**src/rtl/at8_pkg.sv**
```systemverilog
// Package for the 8-bit asynchronous-capable timer with one compare channel.
// Assumes a 32-bit APB slave where each register takes one word at four times its index.
package at8_pkg;

  // Register indices; byte address is four times the index
  localparam logic [7:0] IDX_TIMER_CONTROL = 8'hB0;
  localparam logic [7:0] IDX_COUNTER_VALUE = 8'hB1;
  localparam logic [7:0] IDX_COMPARE_VALUE = 8'hB2;
  localparam logic [7:0] IDX_ASYNC_STATUS  = 8'hB6;
  localparam logic [7:0] IDX_IRQ_MASK      = 8'hB8;
  localparam logic [7:0] IDX_IRQ_FLAGS     = 8'hB9;
  localparam logic [7:0] IDX_GENERAL_CTL   = 8'hBA;
  localparam logic [7:0] IDX_PIN_CONTROL   = 8'hBB;

  // Field positions
  localparam int ASYNC_EXT_CLK_BIT   = 4;
  localparam int ASYNC_SELECT_BIT    = 3;
  localparam int BUSY_COUNTER_BIT    = 2;
  localparam int BUSY_COMPARE_BIT    = 1;
  localparam int BUSY_CONTROL_BIT    = 0;
  localparam int IRQ_COMPARE_BIT     = 1;
  localparam int IRQ_OVERFLOW_BIT    = 0;
  localparam int GEN_SYNC_MODE_BIT   = 7;
  localparam int GEN_PRESCALE_RST    = 1;
  localparam int PIN_DIR_BIT         = 0;
  localparam int PIN_GLOBAL_IE_BIT   = 1;

  // Reset values
  localparam logic [7:0] RESET_BYTE = 8'h00;

  // Counter limits
  localparam logic [7:0] CNT_MAX    = 8'hFF;
  localparam logic [7:0] CNT_BOTTOM = 8'h00;
  localparam logic [7:0] CNT_ONE    = 8'h01;

  // Waveform modes, value is {upper, lower} mode bit
  localparam logic [1:0] MODE_NORMAL = 2'h0;
  localparam logic [1:0] MODE_PHASE  = 2'h1;
  localparam logic [1:0] MODE_CLEAR_MATCH = 2'h2;
  localparam logic [1:0] MODE_FAST   = 2'h3;

  // Prescaler width, enough for the largest division of 1024
  localparam int PRESCALE_BITS = 10;

  // Timer control byte in its register layout
  typedef struct packed {
    logic       force_match;
    logic       wave_lo;
    logic [1:0] compare_output_mode;
    logic       wave_hi;
    logic [2:0] clock_select_bits;
  } at8_ctl_t;

  // Configuration handed to the waveform unit
  typedef struct packed {
    logic [1:0] waveform_mode_bits;
    logic [1:0] compare_output_mode;
    logic [7:0] compare_value;
  } at8_wave_cfg_t;

endpackage : at8_pkg

```
**src/rtl/at8_prescaler.sv**
```systemverilog
// Prescaler for the timer source clock, with the eight clock-select choices.
// Assumes src_tick is a one-cycle enable at the timer source rate.
`timescale 1ns/1ps
module at8_prescaler
  import at8_pkg::*;
#(
  parameter int WIDTH = PRESCALE_BITS
)
(
  input  wire logic       pclk,
  input  wire logic       presetn,
  input  wire logic       src_tick,
  input  wire logic       clear,
  input  wire logic [2:0] clock_select_bits,
  output logic            timer_tick
);

  typedef struct packed {
    logic [WIDTH-1:0] count;
  } at8_pre_state_t;

  at8_pre_state_t state_reg;
  at8_pre_state_t state_next;

  // Low bits that must all be one for a divided tick
  function automatic logic [WIDTH-1:0] tap_mask(input logic [2:0] sel);
    case (sel)
      3'h2:    tap_mask = WIDTH'(10'h007);
      3'h3:    tap_mask = WIDTH'(10'h01F);
      3'h4:    tap_mask = WIDTH'(10'h03F);
      3'h5:    tap_mask = WIDTH'(10'h07F);
      3'h6:    tap_mask = WIDTH'(10'h0FF);
      3'h7:    tap_mask = WIDTH'(10'h3FF);
      default: tap_mask = '0;
    endcase
  endfunction : tap_mask

  always_comb
  begin
    if (clock_select_bits == 3'h0)
    begin
      timer_tick = 1'b0;
    end
    else
    begin
      timer_tick = src_tick && ((state_reg.count & tap_mask(clock_select_bits))
                                == tap_mask(clock_select_bits));
    end
  end

  always_comb
  begin
    state_next = state_reg;
    if (clear)
    begin
      state_next.count = '0;
    end
    else if (src_tick)
    begin
      state_next.count = state_reg.count + WIDTH'(1);
    end
  end

  always_ff @(posedge pclk or negedge presetn)
  begin
    if (!presetn)
    begin
      state_reg <= '0;
    end
    else
    begin
      state_reg <= state_next;
    end
  end

endmodule : at8_prescaler

```
**src/rtl/at8_waveform.sv**
```systemverilog
// Compare unit and output waveform level for the single compare channel.
// Assumes counter, direction and tick come from the timer core in the same clock.
`timescale 1ns/1ps
module at8_waveform
  import at8_pkg::*;
(
  input  wire logic          pclk,
  input  wire logic          presetn,
  input  wire logic          timer_tick,
  input  wire logic [7:0]    counter_value,
  input  wire logic          count_up,
  input  wire logic          match_block,
  input  wire logic          force_match,
  input  wire at8_wave_cfg_t cfg,
  output logic               match,
  output logic               out_level
);

  typedef struct packed {
    logic level;
  } at8_wave_state_t;

  at8_wave_state_t state_reg;
  at8_wave_state_t state_next;
  logic            pwm_mode;
  logic            cmp_at_top;
  logic            at_top;

  assign out_level = state_reg.level;

  always_comb
  begin
    pwm_mode   = (cfg.waveform_mode_bits == MODE_FAST) || (cfg.waveform_mode_bits == MODE_PHASE);
    cmp_at_top = (cfg.compare_value == CNT_MAX);
    at_top     = timer_tick && (counter_value == CNT_MAX);
    match      = timer_tick && !match_block && (counter_value == cfg.compare_value);
  end

  always_comb
  begin
    state_next = state_reg;
    if (!pwm_mode)
    begin
      if (match || force_match)
      begin
        case (cfg.compare_output_mode)
          2'h1:    state_next.level = !state_reg.level;
          2'h2:    state_next.level = 1'b0;
          2'h3:    state_next.level = 1'b1;
          default: state_next.level = state_reg.level;
        endcase
      end
    end
    else if (cfg.compare_output_mode[1])
    begin
      // Code 01 is reserved in both PWM modes and leaves the level alone
      if (cmp_at_top)
      begin
        if (at_top)
        begin
          state_next.level = !cfg.compare_output_mode[0];
        end
      end
      else if (cfg.waveform_mode_bits == MODE_FAST)
      begin
        if (at_top)
        begin
          state_next.level = !cfg.compare_output_mode[0];
        end
        else if (match)
        begin
          state_next.level = cfg.compare_output_mode[0];
        end
      end
      else if (match)
      begin
        state_next.level = count_up ? cfg.compare_output_mode[0]
                                    : !cfg.compare_output_mode[0];
      end
    end
  end

  always_ff @(posedge pclk or negedge presetn)
  begin
    if (!presetn)
    begin
      state_reg <= '0;
    end
    else
    begin
      state_reg <= state_next;
    end
  end

endmodule : at8_waveform

```
**src/rtl/at8_timer.sv**
```systemverilog
// Top of the 8-bit timer with one compare output, APB registers and optional
// asynchronous timer source sampled from the oscillator input pin.
// Assumes pclk is the io_clock; the oscillator pin is far slower than pclk.
//
// Notes on behaviour
// - Nonzero output mode takes the pin; direction enables
// - Non-PWM codes: off, toggle, clear, set on match
// - Fast PWM: 10 non-inverting, 11 inverting
// - Compare at TOP: ignore match, act at TOP
// - Phase PWM: match action flips with direction
// - Clock select: stop, direct, /8 ... /1024
// - Counter write blocks next timer-clock match
// - Compare register compared continuously with counter
// - External clock enable stops crystal, feeds pin when async selected
// - Async select picks oscillator pin over io_clock
// - Async writes set busy until transferred
// - Counter reads live; compare, control read temp
// - Compare interrupt when both enables and flag
// - Overflow interrupt when both enables and flag
// - Compare flag set on match, cleared by vector/W1C
// - Overflow flag on wrap or phase bottom
// - Prescaler reset bit; async holds until done
// - Sync mode bit keeps prescaler reset set
// - Mode bits: normal, phase PWM, clear-on-match, fast PWM
`timescale 1ns/1ps
module at8_timer
  import at8_pkg::*;
#(
  parameter int ADDR_WIDTH = 12
)
(
  input  wire logic                  pclk,
  input  wire logic                  presetn,
  input  wire logic                  psel,
  input  wire logic                  penable,
  input  wire logic                  pwrite,
  input  wire logic [ADDR_WIDTH-1:0] paddr,
  input  wire logic [31:0]           pwdata,
  output logic [31:0]                prdata,
  output logic                       pready,
  output logic                       pslverr,
  input  wire logic                  osc_input_pin,
  input  wire logic                  vector_ack_compare,
  input  wire logic                  vector_ack_overflow,
  output logic                       compare_output_pin,
  output logic                       compare_output_oe_n,
  output logic                       pin_override,
  output logic                       crystal_osc_enable,
  output logic                       ext_clock_buffer_enable,
  output logic                       irq_compare,
  output logic                       irq_overflow
);

  typedef struct packed {
    logic [31:0] prdata;
    logic        pslverr;
    at8_ctl_t    ctl;
    at8_ctl_t    ctl_tmp;
    logic [7:0]  cnt;
    logic [7:0]  cnt_tmp;
    logic [7:0]  cmp;
    logic [7:0]  cmp_tmp;
    logic        ext_clock_input_enable;
    logic        async_clock_select;
    logic [2:0]  busy;
    logic [1:0]  irq_enable;
    logic [1:0]  flags;
    logic        timer_sync_mode_bit;
    logic        prescaler_reset_bit;
    logic        pin_dir;
    logic        global_ie;
    logic        count_up;
    logic        match_block;
    logic        force_pulse;
    logic [2:0]  osc_sync;
  } at8_state_t;

  at8_state_t    state_reg;
  at8_state_t    state_next;
  logic [7:0]    reg_index;
  logic          addr_ok;
  logic          wr_access;
  logic          src_tick;
  logic          osc_rise;
  logic          timer_tick;
  logic          match;
  logic          level;
  logic [1:0]    wave_mode;
  at8_wave_cfg_t wave_cfg;
  logic          async_mode;

  // One decode shared by the read and the write paths
  function automatic logic index_mapped(input logic [7:0] idx);
    case (idx)
      IDX_TIMER_CONTROL, IDX_COUNTER_VALUE, IDX_COMPARE_VALUE, IDX_ASYNC_STATUS,
      IDX_IRQ_MASK, IDX_IRQ_FLAGS, IDX_GENERAL_CTL, IDX_PIN_CONTROL:
        index_mapped = 1'b1;
      default:
        index_mapped = 1'b0;
    endcase
  endfunction : index_mapped

  assign reg_index  = paddr[9:2];
  assign addr_ok    = (paddr[1:0] == 2'h0) && (paddr[ADDR_WIDTH-1:10] == '0)
                      && index_mapped(reg_index);
  assign wr_access  = psel && penable && pwrite && addr_ok;
  assign async_mode = state_reg.async_clock_select;

  // Rising edge of the oscillator pin, seen only through the second and third stages
  assign osc_rise = state_reg.osc_sync[1] && !state_reg.osc_sync[2];
  assign src_tick = async_mode ? osc_rise : 1'b1;

  assign wave_mode = {state_reg.ctl.wave_hi, state_reg.ctl.wave_lo};
  assign wave_cfg  = '{waveform_mode_bits:  wave_mode,
                       compare_output_mode: state_reg.ctl.compare_output_mode,
                       compare_value:       state_reg.cmp};

  assign prdata  = state_reg.prdata;
  assign pslverr = psel && penable && state_reg.pslverr;
  assign pready  = psel && penable;

  assign compare_output_pin      = level;
  assign pin_override            = |state_reg.ctl.compare_output_mode;
  assign compare_output_oe_n     = !(pin_override && state_reg.pin_dir);
  // The crystal only runs while the external clock buffer is off
  assign crystal_osc_enable      = async_mode && !state_reg.ext_clock_input_enable;
  assign ext_clock_buffer_enable = async_mode && state_reg.ext_clock_input_enable;
  assign irq_compare  = state_reg.flags[IRQ_COMPARE_BIT] && state_reg.irq_enable[IRQ_COMPARE_BIT]
                        && state_reg.global_ie;
  assign irq_overflow = state_reg.flags[IRQ_OVERFLOW_BIT]
                        && state_reg.irq_enable[IRQ_OVERFLOW_BIT]
                        && state_reg.global_ie;

  at8_prescaler #(
    .WIDTH (PRESCALE_BITS)
  ) u_prescaler (
    .pclk              (pclk),
    .presetn           (presetn),
    .src_tick          (src_tick),
    .clear             (state_reg.prescaler_reset_bit),
    .clock_select_bits (state_reg.ctl.clock_select_bits),
    .timer_tick        (timer_tick)
  );

  at8_waveform u_waveform (
    .pclk          (pclk),
    .presetn       (presetn),
    .timer_tick    (timer_tick),
    .counter_value (state_reg.cnt),
    .count_up      (state_reg.count_up),
    .match_block   (state_reg.match_block),
    .force_match   (state_reg.force_pulse),
    .cfg           (wave_cfg),
    .match         (match),
    .out_level     (level)
  );

  always_comb
  begin
    logic set_overflow;
    set_overflow = 1'b0;
    state_next   = state_reg;
    state_next.osc_sync    = {state_reg.osc_sync[1:0], osc_input_pin};
    state_next.force_pulse = 1'b0;

    // Counting sequence per waveform mode
    if (timer_tick)
    begin
      state_next.match_block = 1'b0;
      case (wave_mode)
        MODE_PHASE:
        begin
          if (state_reg.count_up)
          begin
            if (state_reg.cnt == CNT_MAX)
            begin
              state_next.count_up = 1'b0;
              state_next.cnt      = CNT_MAX - CNT_ONE;
            end
            else
            begin
              state_next.cnt = state_reg.cnt + CNT_ONE;
            end
          end
          else if (state_reg.cnt == CNT_BOTTOM)
          begin
            state_next.count_up = 1'b1;
            state_next.cnt      = CNT_ONE;
            set_overflow        = 1'b1;
          end
          else
          begin
            state_next.cnt = state_reg.cnt - CNT_ONE;
          end
        end
        MODE_CLEAR_MATCH:
        begin
          state_next.count_up = 1'b1;
          state_next.cnt      = (state_reg.cnt == state_reg.cmp) ? CNT_BOTTOM
                                : state_reg.cnt + CNT_ONE;
          set_overflow        = (state_reg.cnt == CNT_MAX);
        end
        default:
        begin
          state_next.count_up = 1'b1;
          state_next.cnt      = state_reg.cnt + CNT_ONE;
          set_overflow        = (state_reg.cnt == CNT_MAX);
        end
      endcase
    end

    // Temporary storage moves into the timer on the next source clock
    if (async_mode && src_tick)
    begin
      if (state_reg.busy[BUSY_COUNTER_BIT])
      begin
        state_next.cnt         = state_reg.cnt_tmp;
        state_next.match_block = 1'b1;
      end
      if (state_reg.busy[BUSY_COMPARE_BIT])
      begin
        state_next.cmp = state_reg.cmp_tmp;
      end
      if (state_reg.busy[BUSY_CONTROL_BIT])
      begin
        state_next.ctl         = state_reg.ctl_tmp;
        // The incoming mode decides, since the force acts after the transfer
        state_next.force_pulse = state_reg.ctl_tmp.force_match && !state_reg.ctl_tmp.wave_lo;
      end
      state_next.busy = 3'h0;
    end

    // Prescaler reset ends at once with io_clock, at a source edge in async mode, and never while the sync mode bit is set
    if (state_reg.prescaler_reset_bit && !state_reg.timer_sync_mode_bit
        && (!async_mode || src_tick))
    begin
      state_next.prescaler_reset_bit = 1'b0;
    end

    // Flag clears first so that a same-cycle hardware set wins
    if (vector_ack_compare)
    begin
      state_next.flags[IRQ_COMPARE_BIT] = 1'b0;
    end
    if (vector_ack_overflow)
    begin
      state_next.flags[IRQ_OVERFLOW_BIT] = 1'b0;
    end

    // Read data is captured in the setup cycle so prdata comes from a flop
    if (psel && !penable)
    begin
      state_next.pslverr = !addr_ok;
      state_next.prdata  = 32'h0000_0000;
      case (reg_index)
        IDX_TIMER_CONTROL: state_next.prdata[7:0] = {1'b0, state_reg.ctl_tmp[6:0]};
        IDX_COUNTER_VALUE: state_next.prdata[7:0] = state_reg.cnt;
        IDX_COMPARE_VALUE: state_next.prdata[7:0] = state_reg.cmp_tmp;
        IDX_ASYNC_STATUS:  state_next.prdata[7:0] = {3'h0, state_reg.ext_clock_input_enable,
                                                     state_reg.async_clock_select,
                                                     state_reg.busy};
        IDX_IRQ_MASK:      state_next.prdata[7:0] = {6'h00, state_reg.irq_enable};
        IDX_IRQ_FLAGS:     state_next.prdata[7:0] = {6'h00, state_reg.flags};
        IDX_GENERAL_CTL:   state_next.prdata[7:0] = {state_reg.timer_sync_mode_bit, 5'h00,
                                                     state_reg.prescaler_reset_bit, 1'b0};
        IDX_PIN_CONTROL:   state_next.prdata[7:0] = {6'h00, state_reg.global_ie,
                                                     state_reg.pin_dir};
        default:           state_next.prdata[7:0] = RESET_BYTE;
      endcase
    end

    if (wr_access)
    begin
      case (reg_index)
        IDX_TIMER_CONTROL:
        begin
          state_next.ctl_tmp = {1'b0, pwdata[6:0]};
          if (async_mode)
          begin
            // Force bit rides along and acts at transfer time
            state_next.ctl_tmp.force_match      = pwdata[7];
            state_next.busy[BUSY_CONTROL_BIT]   = 1'b1;
          end
          else
          begin
            state_next.ctl         = {1'b0, pwdata[6:0]};
            state_next.force_pulse = pwdata[7] && !pwdata[6];
          end
        end
        IDX_COUNTER_VALUE:
        begin
          state_next.cnt_tmp = pwdata[7:0];
          if (async_mode)
          begin
            state_next.busy[BUSY_COUNTER_BIT] = 1'b1;
          end
          else
          begin
            state_next.cnt         = pwdata[7:0];
            state_next.match_block = 1'b1;
          end
        end
        IDX_COMPARE_VALUE:
        begin
          state_next.cmp_tmp = pwdata[7:0];
          if (async_mode)
          begin
            state_next.busy[BUSY_COMPARE_BIT] = 1'b1;
          end
          else
          begin
            state_next.cmp = pwdata[7:0];
          end
        end
        IDX_ASYNC_STATUS:
        begin
          state_next.ext_clock_input_enable = pwdata[ASYNC_EXT_CLK_BIT];
          state_next.async_clock_select     = pwdata[ASYNC_SELECT_BIT];
        end
        IDX_IRQ_MASK:
        begin
          state_next.irq_enable = pwdata[1:0];
        end
        IDX_IRQ_FLAGS:
        begin
          state_next.flags = state_next.flags & ~pwdata[1:0];
        end
        IDX_GENERAL_CTL:
        begin
          state_next.timer_sync_mode_bit = pwdata[GEN_SYNC_MODE_BIT];
          if (pwdata[GEN_PRESCALE_RST])
          begin
            state_next.prescaler_reset_bit = 1'b1;
          end
        end
        IDX_PIN_CONTROL:
        begin
          state_next.pin_dir   = pwdata[PIN_DIR_BIT];
          state_next.global_ie = pwdata[PIN_GLOBAL_IE_BIT];
        end
        default:
        begin
          state_next.pin_dir = state_reg.pin_dir;
        end
      endcase
    end

    // Hardware sets last: an event in the clearing cycle is kept
    if (match)
    begin
      state_next.flags[IRQ_COMPARE_BIT] = 1'b1;
    end
    if (set_overflow)
    begin
      state_next.flags[IRQ_OVERFLOW_BIT] = 1'b1;
    end
  end

  always_ff @(posedge pclk or negedge presetn)
  begin
    if (!presetn)
    begin
      state_reg <= '0;
    end
    else
    begin
      state_reg <= state_next;
    end
  end

endmodule : at8_timer

```
**config.mk**
```make
export PLATFORM = sky130hd
export DESIGN_NAME = at8_timer
export DESIGN_NICKNAME = d
export VERILOG_FILES = /design/src/rtl/at8_pkg.sv /design/src/rtl/at8_prescaler.sv /design/src/rtl/at8_waveform.sv /design/src/rtl/at8_timer.sv
export SDC_FILE = /design/constraint.sdc
export NUM_CORES = 1
export LEC_CHECK = 0
export ABC_AREA = 1
export ABC_CLOCK_PERIOD_IN_PS = 2100
export BUFFER_PORTS_ARGS = -buffer_cell sky130_fd_sc_hd__buf_2
export CAP_MARGIN = 20
export CORE_UTILIZATION = 25
export CTS_CLUSTER_DIAMETER = 80
export CTS_CLUSTER_SIZE = 12
export DETAILED_ROUTE_END_ITERATION = 10
export SETUP_SLACK_MARGIN = 0.3
export SLEW_MARGIN = 20
export SYNTH_ARGS = -nofsm -noshare
export SYNTH_HDL_FRONTEND = slang
export SYNTH_SLANG_ARGS = --single-unit
```
**constraint.sdc**
```tcl
create_clock -name pclk -period 2.1 [get_ports pclk]
set_input_delay 0.21 -clock pclk [delete_from_list [all_inputs] [get_ports pclk]]
set_output_delay 0.21 -clock pclk [all_outputs]
set_load 0.005 [all_outputs]
```
# After elaboration in Yosys (flattened, before gate mapping)
# Cells that the tools add are included.
# totals
inputBits	52
regBits	87
out_inout_bits	41
# op_classes
n_reduce_logical	56
bitwise_logic	3
n_mux	74
eq_ne	28
add_sub_neg	3
# ops
operator	n
$mux 8	14
$eq 8x8->1 const B	10
$pmux 8 s8	1
$mux 61	1
$pmux 10 s6	1
$mux 16	3
$mux 1	42
$mux 10	3
$logic_and 1x1->1	24
$pmux 8 s2	1
$reduce_and 2->1	7
$eq 3x3->1 const B	4
$logic_not 1->1	12
$mux 2	6
$add 10x1->10 const B	1
$and 10x10->10	1
$eq 10x10->1	1
$add 8x1->8 const B	1
$eq 2x2->1 const B	4
$eq 8x8->1	1
$logic_not 8->1	1
$reduce_or 8->1	1
$sub 8x1->8 const B	1
$eq 3x2->1 const B	2
other kinds (16)	21

# Depth between registers and ports, before layout
# logic_depth
word_depth	15
ltp_mapped	15

# By module
# Synthesis repeated with hierarchy kept, for this count alone.
# unflattened
cells_unflattened	810
area_unflattened_um2	5764.3
# modules_own_cells
module	cells_per_inst	area_per_inst_um2	seq_area_each_um2	instances
at8_timer	638	4708.3	1876.8	1
at8_prescaler	89	628.1	250.2	1
at8_waveform	83	427.9	25.0	1

# Worst setup path after synthesis
# Ideal clock, no wire load.
# synth_path
path_type	flip-flop to flip-flop
start	register state_reg (netlist bit async_mode)
end	register u_waveform.state_reg (netlist: u_waveform.out_level)
stages_incl_launch_ff	14
setup_ps	119
arrival_time_ps	1514
path_slack_ps	467
required_ps	1981
path_cell_list	dfrtp_1 > buf_4 > nand2_2 > nand2_1 > inv_1 > nand2_1 > nor2_1 > nand2_1 > inv_1 > nand2_1 > nor2_1 > nor2_1 > o21ai_1 > nand2_1
# synth_via
elab_chain_cells	9
elab_cells_between_ends	17
cone_classes	eq/ne (3); mux (7); reduce/logical (7)
# synth_rtl
element	line_no	rtl
start, declared	at8_timer.sv:78	at8_state_t state_reg;
start signal, assigned	at8_timer.sv:367	state_reg <= state_next;
$mux 1 (*)	at8_timer.sv:111	assign src_tick = async_mode ? osc_rise : 1'b1;
$logic_and 1x1->1 (*)	at8_prescaler.sv:46	timer_tick = src_tick && ((state_reg.count & tap_mask(clock_select_bits))
$mux 1 (*)	at8_prescaler.sv:40	if (clock_select_bits == 3'h0)
$logic_and 1x1->1	at8_waveform.sv:35	at_top = timer_tick && (counter_value == CNT_MAX);
$mux 1	at8_waveform.sv:66	if (at_top)
$mux 1	at8_waveform.sv:64	else if (cfg.waveform_mode_bits == MODE_FAST)
$mux 1	at8_waveform.sv:57	if (cmp_at_top)
$mux 1	at8_waveform.sv:54	else if (cfg.compare_output_mode[1])
$mux 1	at8_waveform.sv:42	if (!pwm_mode)
end signal, assigned	at8_waveform.sv:91	state_reg <= state_next;
end, declared	at8_waveform.sv:23	at8_wave_state_t state_reg;
# Mark *: on every way between the ends. The rest lies on a longest branch, timed or not. The select of a mux whose other input is x is not followed.
# A chain may end at the register's enable or synchronous reset.

==> results.sh <==
export IMPL_dpl_cell_count=1050
export IMPL_finalWorstSetupSlack_ps=345
export IMPL_crit_path_top_delay_cell="dfrtp_2"
export IMPL_first_pass_iters=5
export IMPL_cts_root_buf="clkbuf_16"
export IMPL_grt_pass1_wl_um=24400
export IMPL_crit_chain="buf_4 -> xnor2_2 -> nand2_1 -> nor2_2 -> nand2_2 -> nand2_2 -> buf_4 -> nand3_1 -> nand3_1 -> nand2_1 -> nand3_1 -> nand2_1"
export IMPL_syn2layout_area_growth_pct=19.0
export IMPL_ff_latch_area_um2=2160
export IMPL_crit_buf_inv=2
export IMPL_slew_viol_final=0
export IMPL_timing_hold_ws_ps=127
export IMPL_start_util_pct=25.6
export IMPL_synthDistinctLibCells=43
export IMPL_fillCellCount=2261
export IMPL_hold_class="in2reg"
export IMPL_via_count=4901
export IMPL_synth_edff_count=0
export IMPL_dp_hpwl_um=11200
export IMPL_p_leak_nw=3.26
export IMPL_synth_seq_cells=86
export IMPL_critPathCapture="state_reg[46]"
export IMPL_yosysWarnings=0
export IMPL_final_cells=1081
export IMPL_cpPeakStageDelay_ps=440
export IMPL_ys_flop_type="dfrtp_1"
export IMPL_r2r_end="state_reg[46]"
export IMPL_finalHoldViolations=0
export IMPL_critPathLaunch="state_reg[43]"
export IMPL_drtAntennaViolNets=0
export IMPL_crit_path_end_kind="flop"
export IMPL_synthTopCellsByArea="dfrtp_1 40%, nand2_1 14%, o21ai_0 6.6%, inv_1 5.8%, buf_4 4.7%"
export IMPL_die_area_um2=22200
export IMPL_crit_type="reg2reg"
export IMPL_fin_crit_ps=1750
export IMPL_reg2reg_from="state_reg[43]"
export IMPL_grt_overflow_total=0
export IMPL_ff2ff_setup_slack_ps=350
export IMPL_io_buffer_count=44
export IMPL_multi_input_area_um2=2800
export IMPL_wire_per_inst_um=13.9
export IMPL_fin_util_pct=30.5
export IMPL_synth_area_per_cell_um2=7.33
export IMPL_maxCapViolCount=0
export IMPL_synth_top_area_share_pct=39.8
export IMPL_crit_path_start_kind="flop"
export IMPL_cp_arrival_ps=2000
export IMPL_clk_latency_ps=350
export IMPL_die_h_um=149
export IMPL_fin_nets=860
export IMPL_finalCritPeriodShare_pct=83.6
export IMPL_grt_pass1_vias=4508
export IMPL_clockBufferDepth=2
export IMPL_crit_fanout=4
export IMPL_ys_seq_area_share_pct=39.8
export IMPL_grt_usage_pct=14.3
export IMPL_fin_tns_setup_ps=0
export IMPL_route_detailed_drc=0
export IMPL_cts_sink_count=86
export IMPL_tritoncts="built"
export IMPL_place_congestion=0.885
export IMPL_powerDensity_nw_per_um2=560
export IMPL_row_count=53
export IMPL_h_tree_depth=3
export IMPL_drive_above_1_share_pct=21.8
export IMPL_async_flop_share_pct=100
export IMPL_yosys_area_top_type="dfrtp_1"
export IMPL_grt_max_degree=43
export IMPL_first_iter_violations=451
export IMPL_largest_register_ffs=64
export IMPL_place_ws_ps=71.6
export IMPL_path_delay_family="simple AND/OR/NAND/NOR gates"
export IMPL_syn_inst=739
export IMPL_cts_buffers=9
export IMPL_peakVddDrop_mv=0.379
export IMPL_postRouteWirelength_um=15000
export IMPL_fp_dieW_um=149
export IMPL_antenna_found_initial=0
export IMPL_cp_depth=12
export IMPL_fin_skew_ps=8.07
export IMPL_mappedNetlistArea_um2=5410
export IMPL_core_um2=21200
export IMPL_n_antenna_cell=0
export IMPL_required_ps=2340
export IMPL_path_clk_slew_ps=70
export IMPL_viasPerCell=4.53
export IMPL_setup_viol=0
export IMPL_ioPinCount=93
export IMPL_max_freq_mhz=570
export IMPL_reg2regPathDepth=12
export IMPL_status="finished, final reports clean"
export IMPL_rsz0062_at_grt="yes"
## layer usage
layer	global-route usage (%)	vias up	wire length, um
li1	-	2454	-
met1	19.4	2301	7110
met2	22.3	126	6890
met3	2.42	20	632
met4	5.87	0	361
met5	0	-	0
## logic make-up (layout without fill, tap and decap cells)
logic type / count (synthesis) / count (layout) / synth area share [%]
simple gates: 348 / 348 / 28.2
xor+xnor: 11 / 11 / 1.78
buf+inv: 138 / 182 / 12.6
compound gates: 148 / 148 / 16.0
other cells: 1 / 24 / 0.0693
flops: 86 / 86 / 39.8
fa+ha+maj: 7 / 7 / 1.62
## metrics by stage
stage,instance area (um2),power (mW)
global placement,5880,2.00
finish,6440,3.61
global route,6440,3.75
detailed placement,5880,2.01
floorplan,5500,1.91
CTS,6210,3.62
## cell type report
type / instances / area share, %
tap: 275 / 5.34
timing repair buffer: 76 / 7.77
clock buffer: 10 / 3.55
sequential: 86 / 33.5
multi-input combinational: 538 / 43.5
clock inverter: 6 / 0.971
inverter: 90 / 5.44
## placed cells by master, fill, tap and decap left out, types with 5 or more instances in the layout
| master | n |
|---|---|
| nor3_1 | 8 |
| clkbuf_16 | 9 |
| xor2_1 | 5 |
| nor2_2 | 11 |
| buf_2 | 43 |
| nand2_2 | 15 |
| o21ai_0 | 65 |
| o22ai_1 | 7 |
| nand2_4 | 6 |
| xnor2_1 | 5 |
| buf_4 | 27 |
| nand3_2 | 5 |
| nand2_1 | 189 |
| nand3_1 | 33 |
| nor2_1 | 56 |
| inv_2 | 6 |
| inv_1 | 79 |
| a21oi_1 | 34 |
| o21ai_1 | 10 |
| nand4_1 | 11 |
| o21ai_2 | 18 |
| dfrtp_1 | 83 |
| conb_1 | 24 |
| or2_2 | 7 |
## power breakdown
part / internal, mW / total, mW / switching (mW)
sequential: 1.69 / 1.73 / 0.0398
combinational: 0.0837 / 0.262 / 0.178
clock: 0.921 / 1.62 / 0.696
total: 2.70 / 3.61 / 0.913
## cell usage after synthesis (2+ instances only)
library cell  instances
nand2_1             202
dfrtp_1              86
inv_1                84
o21ai_0              71
nor2_1               64
nand3_1              36
a21oi_1              35
buf_4                34
o21ai_2              17
nand4_1              11
nor3_1                8
ha_1                  7
o22ai_1               7
or2_2                 7
buf_2                 6
xnor2_1               6
nand2_2               5
o21ai_1               5
xor2_1                5
clkbuf_1              4
a221oi_1              3
buf_6                 3
inv_2                 3
nand2_4               3
nor2_2                3
a311oi_1              2
inv_4                 2
nand3_2               2
nor2_4                2
o2111ai_1             2
o211ai_1              2
## worst min-delay path, stage by stage
cell and delay (ps):
buf_2 80, inv_1 30, nand2_1 40, o21ai_0 70
## how the worst min path moves through the flow
| stage | start | end | slack (ps) | cells after the start |
|---|---|---|---|---|
| after global routing | vector_ack_overflow | state_reg[10] | 140 | 4 |
| after floorplan | presetn | async_mode | -90 | 0 |
| after global placement | presetn | state_reg[39] | 190 | 1 |
| final | vector_ack_overflow | state_reg[10] | 130 | 4 |
| after CTS | vector_ack_overflow | state_reg[10] | 120 | 4 |
| after detailed placement | presetn | state_reg[39] | 200 | 1 |
## what timing repair did
| item | 4_1_cts | 5_1_grt |
|---|---|---|
| pin swaps | 0 | 12 |
| resized for setup | 9 | 46 |
| buffers inserted | 1 | 12 |
| endpoints found under the setup margin | 8 | 17 |
| hold endpoints to repair | 29 | 0 |
| hold buffers | 2 | 0 |
(Power assumes the default switching activity.)
